`src/rtc_pkg.sv`:
```
package rtc_pkg;
  localparam int PREDIV_RATIO = 64;
  localparam int PREDIV_W     = $clog2(PREDIV_RATIO);
  localparam int DIV_W        = 20;
  localparam int DIV_UPPER_W  = 4;
  localparam int HALF_W       = 16;
  localparam int COUNT_W      = 32;
  localparam int CTRL_W       = 16;

  localparam logic [PREDIV_W-1:0] PREDIV_LAST  = 6'h3f;
  localparam logic [PREDIV_W-1:0] PREDIV_ONE   = 6'h01;
  localparam logic [DIV_W-1:0]    DIV_ONE      = 20'h00001;
  localparam logic [COUNT_W-1:0]  COUNT_ONE    = 32'h00000001;

  // control word field positions
  localparam int CTRL_SIR_BIT = 0;
  localparam int CTRL_SEN_BIT = 1;
  localparam int CTRL_AIR_BIT = 2;
  localparam int CTRL_AEN_BIT = 3;
  localparam int CTRL_OFF_BIT = 7;

  localparam logic [CTRL_W-1:0]  CTRL_RESET    = 16'h0000;
  localparam logic [DIV_W-1:0]   PRESC_RESET   = 20'h00001;
  localparam logic [COUNT_W-1:0] COUNT_RESET   = 32'h00000000;
  localparam logic [COUNT_W-1:0] ALARM_RESET   = 32'hffffffff;
endpackage

```
`src/rtc_chain_if.sv`:
```
`timescale 1ns/1ps
interface rtc_chain_if;
  import rtc_pkg::*;
  logic                run;
  logic [DIV_W-1:0]    presc;
  logic                presc_load;
  logic                tick;
  logic [DIV_W-1:0]    div_count;
  logic [HALF_W-1:0]   wdata;
  logic                load_lo;
  logic                load_hi;
  logic [COUNT_W-1:0]  alarm;
  logic [COUNT_W-1:0]  count;
  logic                alarm_hit;

  modport ctrl (
    output run, presc, presc_load, wdata, load_lo, load_hi, alarm,
    input  tick, div_count, count, alarm_hit
  );
  modport divider (
    input  run, presc, presc_load,
    output tick, div_count
  );
  modport counter (
    input  run, tick, wdata, load_lo, load_hi, alarm,
    output count, alarm_hit
  );
endinterface

```
`src/rtc_divider.sv`:
```
`timescale 1ns/1ps
module rtc_divider
  import rtc_pkg::*;
(
  // clock and reset
  input wire logic      mclk,
  input wire logic      reset_n,
  // chain
  rtc_chain_if.divider  chain
);
  logic [PREDIV_W-1:0] prediv;
  logic                prediv_step;
  logic                div_end;

  assign prediv_step = chain.run && (prediv == PREDIV_LAST);
  assign div_end     = (chain.div_count <= DIV_ONE);

  // fixed 1/64 stage, lowest 6 bits of the 58-bit chain
  always_ff @(posedge mclk or negedge reset_n) begin
    if (!reset_n) begin
      prediv <= '0;
    end else if (chain.presc_load) begin
      prediv <= '0;
    end else if (chain.run) begin
      prediv <= prediv + PREDIV_ONE;
    end
  end

  // down counter; a zero prescaler behaves like one
  always_ff @(posedge mclk or negedge reset_n) begin
    if (!reset_n) begin
      chain.div_count <= PRESC_RESET;
    end else if (chain.presc_load) begin
      chain.div_count <= chain.presc;
    end else if (prediv_step) begin
      if (div_end) begin
        chain.div_count <= chain.presc;
      end else begin
        chain.div_count <= chain.div_count - DIV_ONE;
      end
    end
  end

  always_ff @(posedge mclk or negedge reset_n) begin
    if (!reset_n) begin
      chain.tick <= 1'b0;
    end else begin
      chain.tick <= prediv_step && div_end && !chain.presc_load;
    end
  end
endmodule

```
`src/rtc_counter.sv`:
```
`timescale 1ns/1ps
module rtc_counter
  import rtc_pkg::*;
(
  // clock and reset
  input wire logic      mclk,
  input wire logic      reset_n,
  // chain
  rtc_chain_if.counter  chain
);
  logic match;
  logic match_q;

  assign match = (chain.count == chain.alarm);

  always_ff @(posedge mclk or negedge reset_n) begin
    if (!reset_n) begin
      chain.count <= COUNT_RESET;
    end else if (chain.load_lo) begin
      chain.count <= {chain.count[COUNT_W-1:HALF_W], chain.wdata};
    end else if (chain.load_hi) begin
      chain.count <= {chain.wdata, chain.count[HALF_W-1:0]};
    end else if (chain.run && chain.tick) begin
      chain.count <= chain.count + COUNT_ONE;
    end
  end

  // only a fresh equality counts, so a cleared flag is not re-raised
  always_ff @(posedge mclk or negedge reset_n) begin
    if (!reset_n) begin
      match_q         <= 1'b1;
      chain.alarm_hit <= 1'b0;
    end else begin
      match_q         <= match;
      chain.alarm_hit <= match && !match_q;
    end
  end
endmodule

```
`src/rtc_block.sv`:
```
`timescale 1ns/1ps
// Operation
// runs on the oscillator clock, idle and power-down
// every register reachable through write and read ports
// tick and alarm requests go to port pins
// predivider, divider and counter form 58 bits
// wakes chip from power-down when configured
// 20-bit divider from 4-bit and 16-bit parts
// divider stepped through fixed 1/64 predivider
// divider reloaded with prescaler on each tick
// per-tick request raised every tick
// 32-bit time counter advances per tick
// software loads time counter halves
// alarm request when counter equals alarm
// both requests usable to wake the chip
// switch-off bit stops oscillator in power-down
// writes only while off; off stops chain; the code accepts alarm writes while running
// divider reloads from prescaler at zero; the code reloads when the count reaches one (or zero)
// system reset leaves counters and registers alone
// separate flag and enable per source
// counter read returns coherent 32-bit value
module rtc_block
  import rtc_pkg::*;
(
  // oscillator clock and power-on reset
  input  wire logic               mclk,
  input  wire logic               reset_n,
  // write port, plus the lower time read strobe
  input  wire logic [HALF_W-1:0]  wr_data,
  input  wire logic               wr_control,
  input  wire logic               wr_prescaler_lower,
  input  wire logic               wr_prescaler_upper,
  input  wire logic               wr_time_lower,
  input  wire logic               wr_time_upper,
  input  wire logic               wr_alarm_lower,
  input  wire logic               wr_alarm_upper,
  input  wire logic               rd_time_lower,
  // read values
  output logic [CTRL_W-1:0]       clock_block_control,
  output logic [HALF_W-1:0]       prescaler_upper,
  output logic [HALF_W-1:0]       prescaler_lower,
  output logic [HALF_W-1:0]       divider_upper_count,
  output logic [HALF_W-1:0]       divider_lower_count,
  output logic [HALF_W-1:0]       time_count_upper,
  output logic [HALF_W-1:0]       time_count_lower,
  output logic [HALF_W-1:0]       alarm_value_upper,
  output logic [HALF_W-1:0]       alarm_value_lower,
  // chip power state
  input  wire logic               power_down,
  input  wire logic               power_down_wake_config,
  // requests and power control
  output logic                    tick_irq_request,
  output logic                    alarm_irq_request,
  output logic                    port2_tick_irq,
  output logic                    port2_alarm_irq,
  output logic                    wake_request,
  output logic                    oscillator_stop
);
  rtc_chain_if chain ();

  logic                   oscillator_switch_off;
  logic                   tick_enable;
  logic                   alarm_enable;
  logic [DIV_W-1:0]       prescaler_value;
  logic                   presc_load;
  logic [COUNT_W-1:0]     alarm_value;
  logic [HALF_W-1:0]      upper_shadow;

  rtc_divider u_divider (
    .mclk    (mclk),
    .reset_n (reset_n),
    .chain   (chain.divider)
  );

  rtc_counter u_counter (
    .mclk    (mclk),
    .reset_n (reset_n),
    .chain   (chain.counter)
  );

  // reset_n is the power-on reset only; the chip system reset is not wired
  // in, so software state survives it
  always_ff @(posedge mclk or negedge reset_n) begin
    if (!reset_n) begin
      oscillator_switch_off <= CTRL_RESET[CTRL_OFF_BIT];
      tick_enable           <= CTRL_RESET[CTRL_SEN_BIT];
      alarm_enable          <= CTRL_RESET[CTRL_AEN_BIT];
    end else if (wr_control) begin
      oscillator_switch_off <= wr_data[CTRL_OFF_BIT];
      tick_enable           <= wr_data[CTRL_SEN_BIT];
      alarm_enable          <= wr_data[CTRL_AEN_BIT];
    end
  end

  // hardware set wins over a software clear in the same cycle
  always_ff @(posedge mclk or negedge reset_n) begin
    if (!reset_n) begin
      tick_irq_request <= CTRL_RESET[CTRL_SIR_BIT];
    end else if (chain.tick && chain.run) begin
      // a tick still in flight when the chain stops is dropped, as the
      // counter drops it, so flag and count never disagree
      tick_irq_request <= 1'b1;
    end else if (wr_control) begin
      tick_irq_request <= wr_data[CTRL_SIR_BIT];
    end
  end

  always_ff @(posedge mclk or negedge reset_n) begin
    if (!reset_n) begin
      alarm_irq_request <= CTRL_RESET[CTRL_AIR_BIT];
    end else if (chain.alarm_hit) begin
      alarm_irq_request <= 1'b1;
    end else if (wr_control) begin
      alarm_irq_request <= wr_data[CTRL_AIR_BIT];
    end
  end

  // prescaler writes are dropped while the chain runs
  always_ff @(posedge mclk or negedge reset_n) begin
    if (!reset_n) begin
      prescaler_value <= PRESC_RESET;
    end else if (oscillator_switch_off) begin
      if (wr_prescaler_upper) begin
        prescaler_value[DIV_W-1:HALF_W] <= wr_data[DIV_UPPER_W-1:0];
      end
      if (wr_prescaler_lower) begin
        prescaler_value[HALF_W-1:0] <= wr_data;
      end
    end
  end

  // new prescaler reaches the divider one cycle after the write
  always_ff @(posedge mclk or negedge reset_n) begin
    if (!reset_n) begin
      presc_load <= 1'b0;
    end else begin
      presc_load <= oscillator_switch_off
                    && (wr_prescaler_upper || wr_prescaler_lower);
    end
  end

  // alarm halves carry no write protection
  always_ff @(posedge mclk or negedge reset_n) begin
    if (!reset_n) begin
      alarm_value <= ALARM_RESET;
    end else begin
      if (wr_alarm_upper) begin
        alarm_value[COUNT_W-1:HALF_W] <= wr_data;
      end
      if (wr_alarm_lower) begin
        alarm_value[HALF_W-1:0] <= wr_data;
      end
    end
  end

  // a lower read freezes the upper half so two reads never tear
  always_ff @(posedge mclk or negedge reset_n) begin
    if (!reset_n) begin
      upper_shadow <= COUNT_RESET[COUNT_W-1:HALF_W];
    end else if (rd_time_lower) begin
      upper_shadow <= chain.count[COUNT_W-1:HALF_W];
    end
  end

  assign chain.run        = !oscillator_switch_off;
  assign chain.presc      = prescaler_value;
  assign chain.presc_load = presc_load;
  assign chain.wdata      = wr_data;
  assign chain.load_lo    = wr_time_lower && oscillator_switch_off;
  assign chain.load_hi    = wr_time_upper && oscillator_switch_off;
  assign chain.alarm      = alarm_value;

  // read side, unused bits read as zero
  always_comb begin
    clock_block_control               = '0;
    clock_block_control[CTRL_OFF_BIT] = oscillator_switch_off;
    clock_block_control[CTRL_AEN_BIT] = alarm_enable;
    clock_block_control[CTRL_AIR_BIT] = alarm_irq_request;
    clock_block_control[CTRL_SEN_BIT] = tick_enable;
    clock_block_control[CTRL_SIR_BIT] = tick_irq_request;
  end

  assign prescaler_upper     = {{(HALF_W-DIV_UPPER_W){1'b0}},
                                prescaler_value[DIV_W-1:HALF_W]};
  assign prescaler_lower     = prescaler_value[HALF_W-1:0];
  assign divider_upper_count = {{(HALF_W-DIV_UPPER_W){1'b0}},
                                chain.div_count[DIV_W-1:HALF_W]};
  assign divider_lower_count = chain.div_count[HALF_W-1:0];
  assign time_count_lower    = chain.count[HALF_W-1:0];
  assign time_count_upper    = upper_shadow;
  assign alarm_value_upper   = alarm_value[COUNT_W-1:HALF_W];
  assign alarm_value_lower   = alarm_value[HALF_W-1:0];

  // pin level requests; wake needs the system wake bit
  assign port2_tick_irq  = tick_irq_request && tick_enable;
  assign port2_alarm_irq = alarm_irq_request && alarm_enable;
  assign wake_request    = power_down && power_down_wake_config
                           && (port2_tick_irq || port2_alarm_irq);
  assign oscillator_stop = power_down && oscillator_switch_off;
endmodule

```
`config.mk`:
```
export PLATFORM = sky130hd
export DESIGN_NAME = rtc_block
export DESIGN_NICKNAME = d
export VERILOG_FILES = /design/src/rtc_pkg.sv /design/src/rtc_chain_if.sv /design/src/rtc_divider.sv /design/src/rtc_counter.sv /design/src/rtc_block.sv
export SDC_FILE = /design/constraint.sdc
export NUM_CORES = 1
export LEC_CHECK = 0
export BUFFER_PORTS_ARGS = -buffer_cell sky130_fd_sc_hd__buf_2
export CAP_MARGIN = 0
export CORE_AREA = 2 2 121 123
export CTS_CLUSTER_DIAMETER = 200
export DETAILED_ROUTE_END_ITERATION = 8
export DIE_AREA = 0 0 123 125
export GPL_ROUTABILITY_DRIVEN = 0
export MAX_ROUTING_LAYER = met4
export PLACE_DENSITY = 0.85
export SYNTH_ARGS = -nofsm -noshare
export SYNTH_HDL_FRONTEND = slang
export SYNTH_SLANG_ARGS = --single-unit
```
`constraint.sdc`:
```
create_clock -name mclk -period 2.85 [get_ports mclk]
set_clock_uncertainty 0.05 [all_clocks]
set_input_delay 0.4275 -clock mclk [delete_from_list [all_inputs] [get_ports mclk]]
set_output_delay 0.4275 -clock mclk [all_outputs]
set_load 0.005 [all_outputs]
```
# Yosys cells after proc, flatten, opt, wreduce, memory -nomap -nowiden
# Index checks and enable logic that the tools add are counted.
# totals
memories	0
elab_cells	66
register_bits	135
output_inout_bits	150
inputBits	28
ramBits	0
latch_bits	0
romBits	0
# classes
bitwise_logic	1
n_eq_ne	4
n_lt_le_gt_ge	1
muxes	12
n_div	0
addsub	3
shifts	0
n_mul	0
reduce_logical	27
# ops
operator	count
32-bit 2-to-1 mux	2
20-bit 2-to-1 mux	3
32-bit by 1-bit adder with 32-bit output, second input constant	1
32-bit equality test	1
20-bit by 1-bit less-or-equal comparator with 1-bit output, second input constant	1
20-bit by 1-bit subtractor with 20-bit output, second input constant	1
16-bit 2-to-1 mux	1
1-bit logical AND	13
6-bit 2-to-1 mux	2
2-bit nonzero test	5
2-bit AND reduction	4
6-bit by 1-bit adder with 6-bit output, second input constant	1
6-bit equality test, second input constant	1
1-bit 2-to-1 mux	4
1-bit logical NOT	3
1-bit logical OR	2
2-bit by 1-bit != test with 1-bit output, second input constant	1
2-bit != test, second input constant	1
1-bit inverter	1

# Logic depth before layout (Yosys ltp)
# Gate-level depths: netlist of the first run.
# logic_depth
ltp_word	5
mapped_depth	9

# Cells and area by module
# Synthesis of the first run repeated with hierarchy kept, for this count alone.
# hier_totals
hier_cells	701
area_unflattened_um2	7353.3
# modules_own_cells
mod	area_per_inst_um2	cells_per_inst	instances
rtc_block	3178.0	210	1
rtc_counter	2483.6	299	1
rtc_divider	1691.6	192	1

# Worst setup path before layout of the first run
# No wires, ideal clock.
# synth_timing
kind	register -> register
from	reg u_divider.chain.div_count[1]
to	reg u_divider.chain.div_count[13]
required_ps	2656
arrival_ps	2097
stages_incl_launch_ff	7
slack_ps	559
path_buffers	1
cell_sequence	dfrtp_1 -> or4_1 -> clkbuf_1 -> or4_4 -> or4_1 -> mux2i_1 -> a22oi_1
# synth_via
elab_chain_len	4
elab_cells_between_ends	5
# synth_lines
item	line	source
from (decl)	rtc_chain_if.sv:22	output tick, div_count
from (signal assigned)	rtc_divider.sv:34	chain.div_count <= chain.presc;
from (signal assigned)	rtc_divider.sv:37	chain.div_count <= chain.presc;
from (signal assigned)	rtc_divider.sv:39	chain.div_count <= chain.div_count - DIV_ONE;
20-bit by 1-bit subtractor with 20-bit output / 20-bit by 1-bit less-or-equal comparator with 1-bit output (equally long branches)	rtc_divider.sv:39, rtc_divider.sv:16	
20-bit 2-to-1 mux (*)	rtc_divider.sv:36	if (div_end) begin
20-bit 2-to-1 mux (*)	rtc_divider.sv:35	end else if (prediv_step) begin
20-bit 2-to-1 mux (*)	rtc_divider.sv:33	end else if (chain.presc_load) begin
# Mark *: on every way between the ends. The rest lies on a longest branch, timed or not. The select of a mux whose other input is x is not followed.
# A chain may end at the register's enable or synchronous reset.

# Worst setup path in the final report of the first run
# layout_timing
from	reg u_divider.chain.div_count[0]
to	reg u_divider.chain.div_count[18]
# Same word-level chain as after synthesis.

==> summary.txt, run 1 <==
Outcome
  – Run status: finished, final reports clean

Layout
  – # fillers: 1191
  – Layout net count: 870
  – Area Growth Syn to Fin: 16.5%
  – N_diodes: 0
  – Share of layout cells above drive strength 1: 36.1%

Clocking
  – Max clock buf depth: 2
  – Htree depth: 4
  – Setup Fix Bufs, Post-CTS: 0
  – Post_cts resized: 0
  – Num CTS Buffers: 17
  – Clock sinks: 135
  – TritonCTS clock tree: done
  – Reg clk slew, reported paths: 0.05 ns
  – Clk Latency, worst-skew pair: 0.43 ns
  – Root buffer cell: clkbuf_16
  – Hold-fix buffers, CTS: 1

Global routing
  – First-pass GRT wire length: 31.4 mm
  – Largest net degree at the start of global routing: 49
  – Vias in the first global route: 5759
  – GRT Util Overall: 27.5%
  – Congestion Overflow GR: 0
  – Initial antenna violation count: 0

Detailed routing
  – DR vias/cell: 6.07
  – Drt wl/cell: 19.7 um
  – Drt drc: 0
  – Antenna Nets Post-Route: 0
  – DRC marker count from the first detailed-route iteration: 812
  – Vias: 6282
  – DRT Pass-1 Iters: 8
  – Final wirelength: 20.4 mm

Timing
  – Worst slew pin tran: 0.765 ns
  – Setup TNS Final: 0 ns
  – Max Fclk: 393 MHz
  – Final setup violation count: 0
  – Final Critical Period: 2.55 ns
  – Final hold vios: 0
  – Fin crit share: 89.4%
  – Slew headroom: 48.9%
  – RSZ-0062 raised after global routing: no
  – Final Max Slew Viols: 0

Power and ir drop
  – Power consumption: 6.53 mW
  – PwrDens: 754 nW/um2
  – Max VDD drop: 418 uV
  – Leakage power: 3.83 nW

Worst setup path
  – Crit Path Max Fanout: 5
  – Reg2reg path depth: 7
  – CP Cell Sequence: inv_1 > ha_1 > or3b_2 > nor4_2 > nand3b_1 > or4_1 > nand3_1
  – RR Startpoint: u_divider.chain.div_count[0]
  – Worst path slowest cell: or3b_2
  – CP required: 3.15 ns
  – Crit path largest cell delay: 0.53 ns
  – Critical path class: reg -> reg
  – Nature of the critical path startpoint: register
  – Crit. Startpoint: u_divider.chain.div_count[0]
  – Worst EP arrival: 2.85 ns
  – Critical Path Sink Type: register

Min path
  – Type of the worst min-delay path: in -> reg
  – HP Start: wr_prescaler_upper
  – Hold path cells: 2

Yosys
  – Synth Flop Type: dfrtp_1
  – Flops & latches, synth: 135
  – Syn Inst Count: 724
  – Syn Area/Cell: 10.3 um2
  – Post-synth top area share: 33.6%
  – Yosys warns: 0
  – Yosys cell types: 63
  – Synth area leader: dfrtp_1
  – Async set-or-reset flop fraction in the synthesized netlist: 100%
  – Sequential fraction of the synthesis area: 46.0%
  – Synth top area cells: dfrtp_1, dfstp_2, mux2_2, buf_4, xor2_1
  – Cell Area, Synth: 7450 um2
  – Number of enable flip-flop cells after synthesis: 0

Floorplanning
  – Die area: 15400 um2
  – IO Count: 178
  – Die H: 125 um
  – Row Count: 44
  – CORE AREA: 14200 um2
  – Die X: 123 um
  – Initial Utilization: 52.4%

Run
  – Max-cap violations: 0

Placement
  – Final HPWL DP: 14.7 mm
  – PortBufs: 142
worst paths after layout:
path | endpoint | slack [ns]
min in group asynchronous | u_divider.chain.div_count[16] | 0.51
worst min-delay path | chain.presc_load | 0.20
worst max-delay path | u_divider.chain.div_count[18] | 0.30
worst max register to register | u_divider.chain.div_count[18] | 0.30
worst min register to register | alarm_irq_request | 0.39
max in group asynchronous | alarm_value[29] | 1.43
area by class of cell:
class                           count  area [um2]  area share [%]
Multi-Input combinational cell    513        3520            40.6
Clock buffer                       24         472            5.44
Tap cell                          184         230            2.65
Clock inverter                      8         121            1.40
Sequential cell                   135        3420            39.5
Inverter                           10        37.5           0.433
Timing Repair Buffer              161         871            10.0
layer usage:
metal / up-vias / global-route usage (%) / part of all wire [%]
li1: 2797 / - / -
met1: 3035 / 37.0 / 41
met2: 396 / 42.2 / 47
met3: 54 / 5.84 / 9.4
met4: 0 / 7.82 / 2.2
met5: - / - / 0
cell families (layout without fill, tap and decap cells):
group	count (synthesis)	after routing	synth area share, %
flip-flops	135	135	46.0
other	1	35	0.0504
AO/OA/AOI/OAI	119	119	10.8
XOR/XNOR	39	39	4.59
multiplexers	83	83	12.4
buffers and inverters	110	203	8.50
adder cells (fa/ha/maj)	4	4	0.672
AND/OR/NAND/NOR	233	233	17.0
cells in the mapped netlist (all sizes together), types with 3 or more instances:
cell	number
dfrtp	100
mux2	73
buf	65
nand2	41
nand3	37
nor2	37
xor2	36
clkbuf	35
dfstp	35
nor3	26
a21oi	25
o21ai	23
nand4	17
nor4	13
or4	13
inv	10
mux2i	10
a22oi	9
and2	9
and3	9
a31oi	7
or3	7
and4	6
o211ai	6
o21a	6
o22ai	6
nor2b	5
a311oi	4
ha	4
o22a	4
o311ai	4
a211oi	3
a2bb2oi	3
o31a	3
or2	3
xnor2	3
where the power goes:
part | total (mW) | internal (mW) | switching, mW
Sequential | 2.81 | 2.33 | 0.481
Combinational | 1.51 | 0.718 | 0.790
Clock | 2.22 | 1.42 | 0.801
Total | 6.53 | 4.46 | 2.07
cells in the final DEF, fill, tap and decap left out, types with 11 or more instances in the layout:
master | synthesis | final
or4_1 | 11 | 11
dfrtp_1 | 100 | 100
nand4_1 | 17 | 17
nor3_1 | 25 | 25
a21oi_1 | 25 | 25
buf_2 | 2 | 141
nand2_1 | 41 | 41
buf_4 | 58 | 18
dfstp_2 | 35 | 35
nor2_1 | 37 | 37
mux2_2 | 73 | 73
xor2_1 | 36 | 36
nand3_1 | 37 | 37
clkbuf_16 | 0 | 17
nor4_1 | 11 | 11
o21ai_0 | 22 | 22
conb_1 | 1 | 35
sequential cells by signal (all words and copies together) (netlist names), 6 cells and up:
name / count
alarm_value: 32
u_counter.chain.count: 32
chain.presc: 20
u_divider.chain.div_count: 20
time_count_upper: 16
u_divider.prediv: 6
worst max-delay path, delay by kind of cell (launching register included):
| kind | cells | cell delay (ns) |
|---|---|---|
| buf+inv | 1 | 0.12 |
| fa+ha+maj | 1 | 0.24 |
| simple gates | 5 | 1.69 |
| flops | 1 | 0.38 |
metrics by stage:
| step | setup slack (ns) | std cells | utilization [%] | hold WS, ns | area, um2 |
|---|---|---|---|---|---|
| after floorplan | 0.559 | 758 | - | 0.0819 | 7570 |
| after global placement | 0.411 | 1002 | 56.8 | 0.374 | 8070 |
| after detailed placement | 0.371 | 1002 | 56.8 | 0.378 | 8070 |
| after CTS | 0.357 | 1035 | 61.1 | 0.191 | 8670 |
| after global routing | 0.180 | 1035 | 61.1 | 0.202 | 8670 |
| final | 0.303 | 1035 | 61.1 | 0.200 | 8670 |
(Power assumes the default switching activity.)
==> inputs of run 2 (changes only) <==
Settings changed: REMOVE_ABC_BUFFERS from default to 1, SETUP_SLACK_MARGIN from default to 0.3.
==> summary.txt, run 2 (synthesis gave the netlist of run 1 again) <==
Layout
  – # fillers: 1155 (-3.0%)
  – Share of layout cells above drive strength 1: 36.5% (+0.47 points)
  – Leading cell type in the layout, fill and taps excluded: buf_2
  – Area Growth Syn to Fin: 16.8%
  – Layout net count: 870 (unchanged)
  – Top Registers: alarm_value x32, u_counter.chain.count x32
  – N_diodes: 0 (unchanged)
  – Non-filler instance count after layout: 1035 (unchanged)
  – Most frequent cells in the layout: buf_2, dfrtp_1, mux2_2

Placement
  – PortBufs: 142 (unchanged)
  – Final HPWL DP: 14.5 mm (-0.75%)
  – DP Worst Slack: 0.394 ns (+0.0229 ns)
  – Cells after DPL: 1002 (unchanged)

Clocking
  – Clock sinks: 135 (unchanged)
  – Root buffer cell: clkbuf_16
  – Clk Latency, worst-skew pair: 0.43 ns (about the same)
  – Num CTS Buffers: 17 (unchanged)
  – Setup Fix Bufs, Post-CTS: 0 (unchanged)
  – TritonCTS clock tree: done
  – Reg clk slew, reported paths: 0.06 ns (about the same)
  – Max clock buf depth: 2 (unchanged)
  – Htree depth: 4 (unchanged)

Run
  – Max-cap violations: 0 (unchanged)

Global routing
  – Largest net degree at the start of global routing: 70 (+43%)
  – First-pass GRT wire length: 32.0 mm (+2.0%)
  – Vias in the first global route: 5722 (-0.64%)
  – Congestion Overflow GR: 0 (unchanged)
  – GRT Util Overall: 27.9% (+0.40 points)
  – Initial antenna violation count: 0 (unchanged)

Timing
  – Final setup violation count: 0 (unchanged)
  – Setup TNS Final: 0 ns (unchanged)
  – Final Max Slew Viols: 0 (unchanged)
  – RSZ-0062 raised after global routing: no
  – Final worst slack: 0.407 ns (+0.103 ns)
  – Slew headroom: 43.9% (-5.0 points)
  – Fin crit share: 85.7% (-3.6 points)
  – Final hold vios: 0 (unchanged)
  – Final Critical Period: 2.44 ns (-0.103 ns)
  – Max Fclk: 409 MHz (+4.2%)
  – Worst slew pin tran: 0.833 ns (+0.0680 ns)

Floorplanning
  – Die area: 15400 um2 (unchanged)
  – Die X: 123 um (unchanged)
  – Row Count: 44 (unchanged)
  – CORE AREA: 14200 um2 (unchanged)
  – IO Count: 178 (unchanged)
  – Initial Utilization: 52.4% (unchanged)
  – Die H: 125 um (unchanged)

Outcome
  – Run status: finished, final reports clean

Worst setup path
  – Crit Path Max Fanout: 7 (+2)
  – CP required: 3.08 ns (-0.07 ns)
  – Critical path class: reg -> reg
  – Nature of the critical path startpoint: register
  – Reg2reg path depth: 5 (-2)
  – Critical Path Sink Type: register
  – Worst EP arrival: 2.68 ns (-0.17 ns)

Detailed routing
  – Drt drc: 0 (unchanged)
  – Antenna Nets Post-Route: 0 (unchanged)
  – DR vias/cell: 6.14 (+1.2%)
  – Final wirelength: 20.7 mm (+1.3%)
  – Drt wl/cell: 20.0 um (+1.3%)
  – Vias: 6358 (+1.2%)
  – DRC marker count from the first detailed-route iteration: 740 (-8.9%)
  – DRT Pass-1 Iters: 5 (-3)

Power and ir drop
  – Max VDD drop: 296 uV (-29%)
  – Leakage power: 3.84 nW (+0.40%)
  – PwrDens: 757 nW/um2 (+0.41%)

Min path
  – Hold path cells: 2 (unchanged)
  – Type of the worst min-delay path: in -> reg
==> run 2: cell count changes in the layout (fill, tap and decap cells not counted) <==
cell      previous run  this run
a21o_1               1         0
a21o_2               0         1
a21oi_1             25        24
a21oi_2              0         1
buf_4               18        17
buf_6                0         1
clkbuf_1             5         3
clkbuf_8             2         3
clkinv_2             3         5
clkinv_4             1         0
nor4_2               1         0
nor4_4               1         2
==> run 2: power breakdown <==
part | internal, mW | leakage [nW] | switching, mW
registers | 2.33 | 1.55 | 0.467
clock network | 1.44 | 0.297 | 0.812
logic | 0.725 | 1.99 | 0.815
==> run 2: critical path: stages, from the launching register on <==
cell and delay (ns):
dfrtp_1 0.43, or4_1 0.67, or4_4 0.49, or4_1 0.41, mux2i_1 0.15, a22oi_1 0.10
==> run 2: repair_timing <==
action,in CTS,in global routing
setup endpoints to repair,0,9
resized for setup,0,3
hold buffers,1,0
endpoints found under the hold margin,49,0
==> run 2: routing by layer <==
metal / track usage (%) / part of all wire, % / routed length [um] / up-vias
li1: - / - / - / 2783
met1: 39.6 / 42 / 8600 / 3129
met2: 39.8 / 46 / 9500 / 389
met3: 5.25 / 9.3 / 1920 / 57
met4: 10.8 / 3.2 / 660 / 0
met5: - / 0 / 0 / -
==> run 2: cell type report <==
class / count / area, um2 / area share (%)
Inverter: 10 / 37.5 / 0.432
Sequential cell: 135 / 3420 / 39.3
Clock inverter: 9 / 123 / 1.41
Clock buffer: 23 / 478 / 5.50
Tap cell: 184 / 230 / 2.65
Multi-Input combinational cell: 513 / 3530 / 40.6
Timing Repair Buffer: 161 / 875 / 10.1
==> run 2: per-stage QoR <==
step	util (%)	cell area [um2]	total power, mW	hold slack (ns)
detailed placement	56.8	8070	4.32	0.396
global route	61.2	8700	6.90	0.182
finish	61.2	8700	6.58	0.178
floorplan	-	6980	3.54	0.0819
global placement	56.8	8070	4.27	0.385
CTS	61.1	8680	6.57	0.179
==> run 2: final timing paths <==
path | from | to | slack (ns)
setup / recovery | u_divider.chain.div_count[2] | u_divider.chain.div_count[13] | 0.41
hold reg to reg | u_counter.chain.alarm_hit | alarm_irq_request | 0.42
min in group asynchronous | reset_n | chain.presc[2] | 0.52
setup reg to reg | u_divider.chain.div_count[2] | u_divider.chain.div_count[13] | 0.41
max in group asynchronous | reset_n | alarm_value[27] | 1.44
hold / removal | wr_prescaler_upper | chain.presc_load | 0.18
==> inputs of run 3 (changes only) <==
Clock period 2.85 ns to 2.69 ns, I/O delays scaled along.
==> summary.txt, run 3 (synthesis gave the netlist of run 1 again) <==
Outcome
  – Run status: finished, final reports clean

Timing
  – RSZ-0062 raised after global routing: yes
  – Worst slew pin tran: 0.765 ns (-0.0676 ns)
  – Final hold vios: 0 (unchanged)
  – Final Max Slew Viols: 0 (unchanged)
  – Slew headroom: 48.9% (+5.0 points)
  – Final setup violation count: 0 (unchanged)
  – Fin crit share: 87.6% (+1.9 points)
  – Final worst slack: 0.332 ns (-0.0743 ns)
  – Setup TNS Final: 0 ns (unchanged)
  – Max Fclk: 424 MHz (+3.6%)
  – Final hold slack: 0.160 ns (-0.0171 ns)
  – Final Critical Period: 2.36 ns (-0.0857 ns)

Worst setup path
  – Nature of the critical path startpoint: register
  – Worst EP arrival: 2.61 ns (-0.07 ns)
  – Worst path slowest cell: or4_4
  – Worst path most repeated cell: or4_4
  – Crit Path Max Fanout: 6 (-1)
  – Crit path largest cell delay: 0.55 ns (-0.12 ns)
  – CP required: 2.94 ns (-0.14 ns)
  – Critical path class: reg -> reg
  – CP Cell Sequence: or4_4 > or4_4 > or4_1 > mux2i_1 > a22oi_1
  – Critical Path Sink Type: register

Placement
  – Final HPWL DP: 14.7 mm (+0.82%)
  – DP Worst Slack: 0.263 ns (-0.131 ns)
  – PortBufs: 142 (unchanged)

Global routing
  – Congestion Overflow GR: 0 (unchanged)
  – First-pass GRT wire length: 33.1 mm (+3.2%)
  – Largest net degree at the start of global routing: 71 (+1.4%)
  – GRT Util Overall: 29.0% (+1.1 points)
  – Initial antenna violation count: 0 (unchanged)
  – Vias in the first global route: 6057 (+5.9%)

Clocking
  – Clk Latency, worst-skew pair: 0.43 ns (about the same)
  – Max clock buf depth: 2 (unchanged)
  – Clock sinks: 135 (unchanged)
  – TritonCTS clock tree: done
  – Root buffer cell: clkbuf_16
  – Htree depth: 4 (unchanged)
  – Num CTS Buffers: 17 (unchanged)
  – Reg clk slew, reported paths: 0.06 ns (about the same)

Layout
  – # fillers: 1149 (-0.52%)
  – Share of layout cells above drive strength 1: 38.7% (+2.2 points)
  – Layout net count: 884 (+1.6%)
  – Top Registers: alarm_value x32, u_counter.chain.count x32
  – N_diodes: 0 (unchanged)
  – Leading cell type in the layout, fill and taps excluded: buf_2
  – Most frequent cells in the layout: buf_2, dfrtp_1, mux2_2
  – Area Growth Syn to Fin: 19.2%

Floorplanning
  – Die H: 125 um (unchanged)
  – CORE AREA: 14200 um2 (unchanged)
  – IO Count: 178 (unchanged)
  – Die X: 123 um (unchanged)
  – Die area: 15400 um2 (unchanged)
  – Initial Utilization: 52.4% (unchanged)
  – Row Count: 44 (unchanged)

Detailed routing
  – Drt drc: 0 (unchanged)
  – DR vias/cell: 6.10 (-0.64%)
  – Drt wl/cell: 20.2 um (+1.3%)
  – Antenna Nets Post-Route: 0 (unchanged)
  – DRC marker count from the first detailed-route iteration: 657 (-11%)
  – Vias: 6403 (+0.71%)
  – Final wirelength: 21.2 mm (+2.7%)
  – DRT Pass-1 Iters: 6 (+1)

Power and ir drop
  – Power consumption: 7.19 mW (+9.3%)
  – Max VDD drop: 484 uV (+63%)
  – PwrDens: 810 nW/um2 (+7.1%)
  – Leakage power: 3.93 nW (+2.2%)

Min path
  – Type of the worst min-delay path: in -> reg

Run
  – Max-cap violations: 0 (unchanged)
-- run 3: cell types whose count changed in the layout (fill, tap and decap cells not counted), moves of 2 or more --
cell,delta
buf_4,+14
clkbuf_1,-2
clkbuf_8,+4
clkinv_2,-2
dfrtp_1,-2
dfrtp_2,+2
inv_1,-2
inv_2,+2
or4_1,-2
or4_4,+2
-- run 3: report_power, final --
| part | switching (mW) | internal (mW) | leakage [nW] |
|---|---|---|---|
| registers | 0.513 | 2.47 | 1.55 |
| logic | 0.890 | 0.833 | 2.06 |
| clock network | 0.862 | 1.63 | 0.315 |
| total | 2.27 | 4.92 | 3.93 |
-- run 3: layer usage --
| metal | vias to the layer above | track usage [%] | wire, um |
|---|---|---|---|
| met5 | - | - | 0 |
| li1 | 2808 | - | - |
| met1 | 3135 | 39.4 | 8440 |
| met4 | 0 | 11.4 | 805 |
| met3 | 76 | 8.21 | 2160 |
| met2 | 384 | 41.1 | 9820 |
-- run 3: final cells by class --
cell class              count  area [um2]  area share, %
repair buffers            175         980           11.0
flip-flops and latches    135        3420           38.6
multi-input cells         513        3560           40.2
clock inverters             7         113           1.27
inverters                  10        37.5          0.423
well taps                 184         230           2.59
clock buffers              25         526           5.92
-- run 3: worst paths after layout --
path / startpoint / end / slack, ns / cells after the start
worst min-delay path: wr_prescaler_upper / chain.presc_load / 0.16 / 2
worst max-delay path: u_divider.chain.div_count[2] / u_divider.chain.div_count[13] / 0.33 / 5
worst max register to register: u_divider.chain.div_count[2] / u_divider.chain.div_count[13] / 0.33 / 5
min in group asynchronous: reset_n / chain.presc[19] / 0.49 / 2
worst min register to register: u_counter.chain.alarm_hit / alarm_irq_request / 0.40 / 1
max in group asynchronous: reset_n / alarm_value[20] / 1.33 / 3
-- run 3: worst max-delay path: cells and delay by family (launching register included) --
| kind | cells | cell delay [ns] |
|---|---|---|
| flip-flops | 1 | 0.43 |
| AND/OR/NAND/NOR | 3 | 1.49 |
| AO/OA/AOI/OAI | 1 | 0.10 |
| multiplexers | 1 | 0.15 |
-- run 3: per-stage QoR --
step / cells / area (um2) / utilization (%)
final: 1049 / 8870 / 62.5
after global placement: 1011 / 8140 / 57.3
after CTS: 1044 / 8800 / 61.9
after floorplan: 658 / 6980 / -
after detailed placement: 1011 / 8140 / 57.3
after global routing: 1049 / 8870 / 62.5
-- run 3: repair_timing --
item / CTS / global route
resized for setup: 2 / 12
hold endpoints to repair: 54 / 0
setup buffers: 0 / 5
hold buffers: 1 / 0
endpoints found under the setup margin: 7 / 16
pin swaps: 0 / 6
cloned: 0 / 0
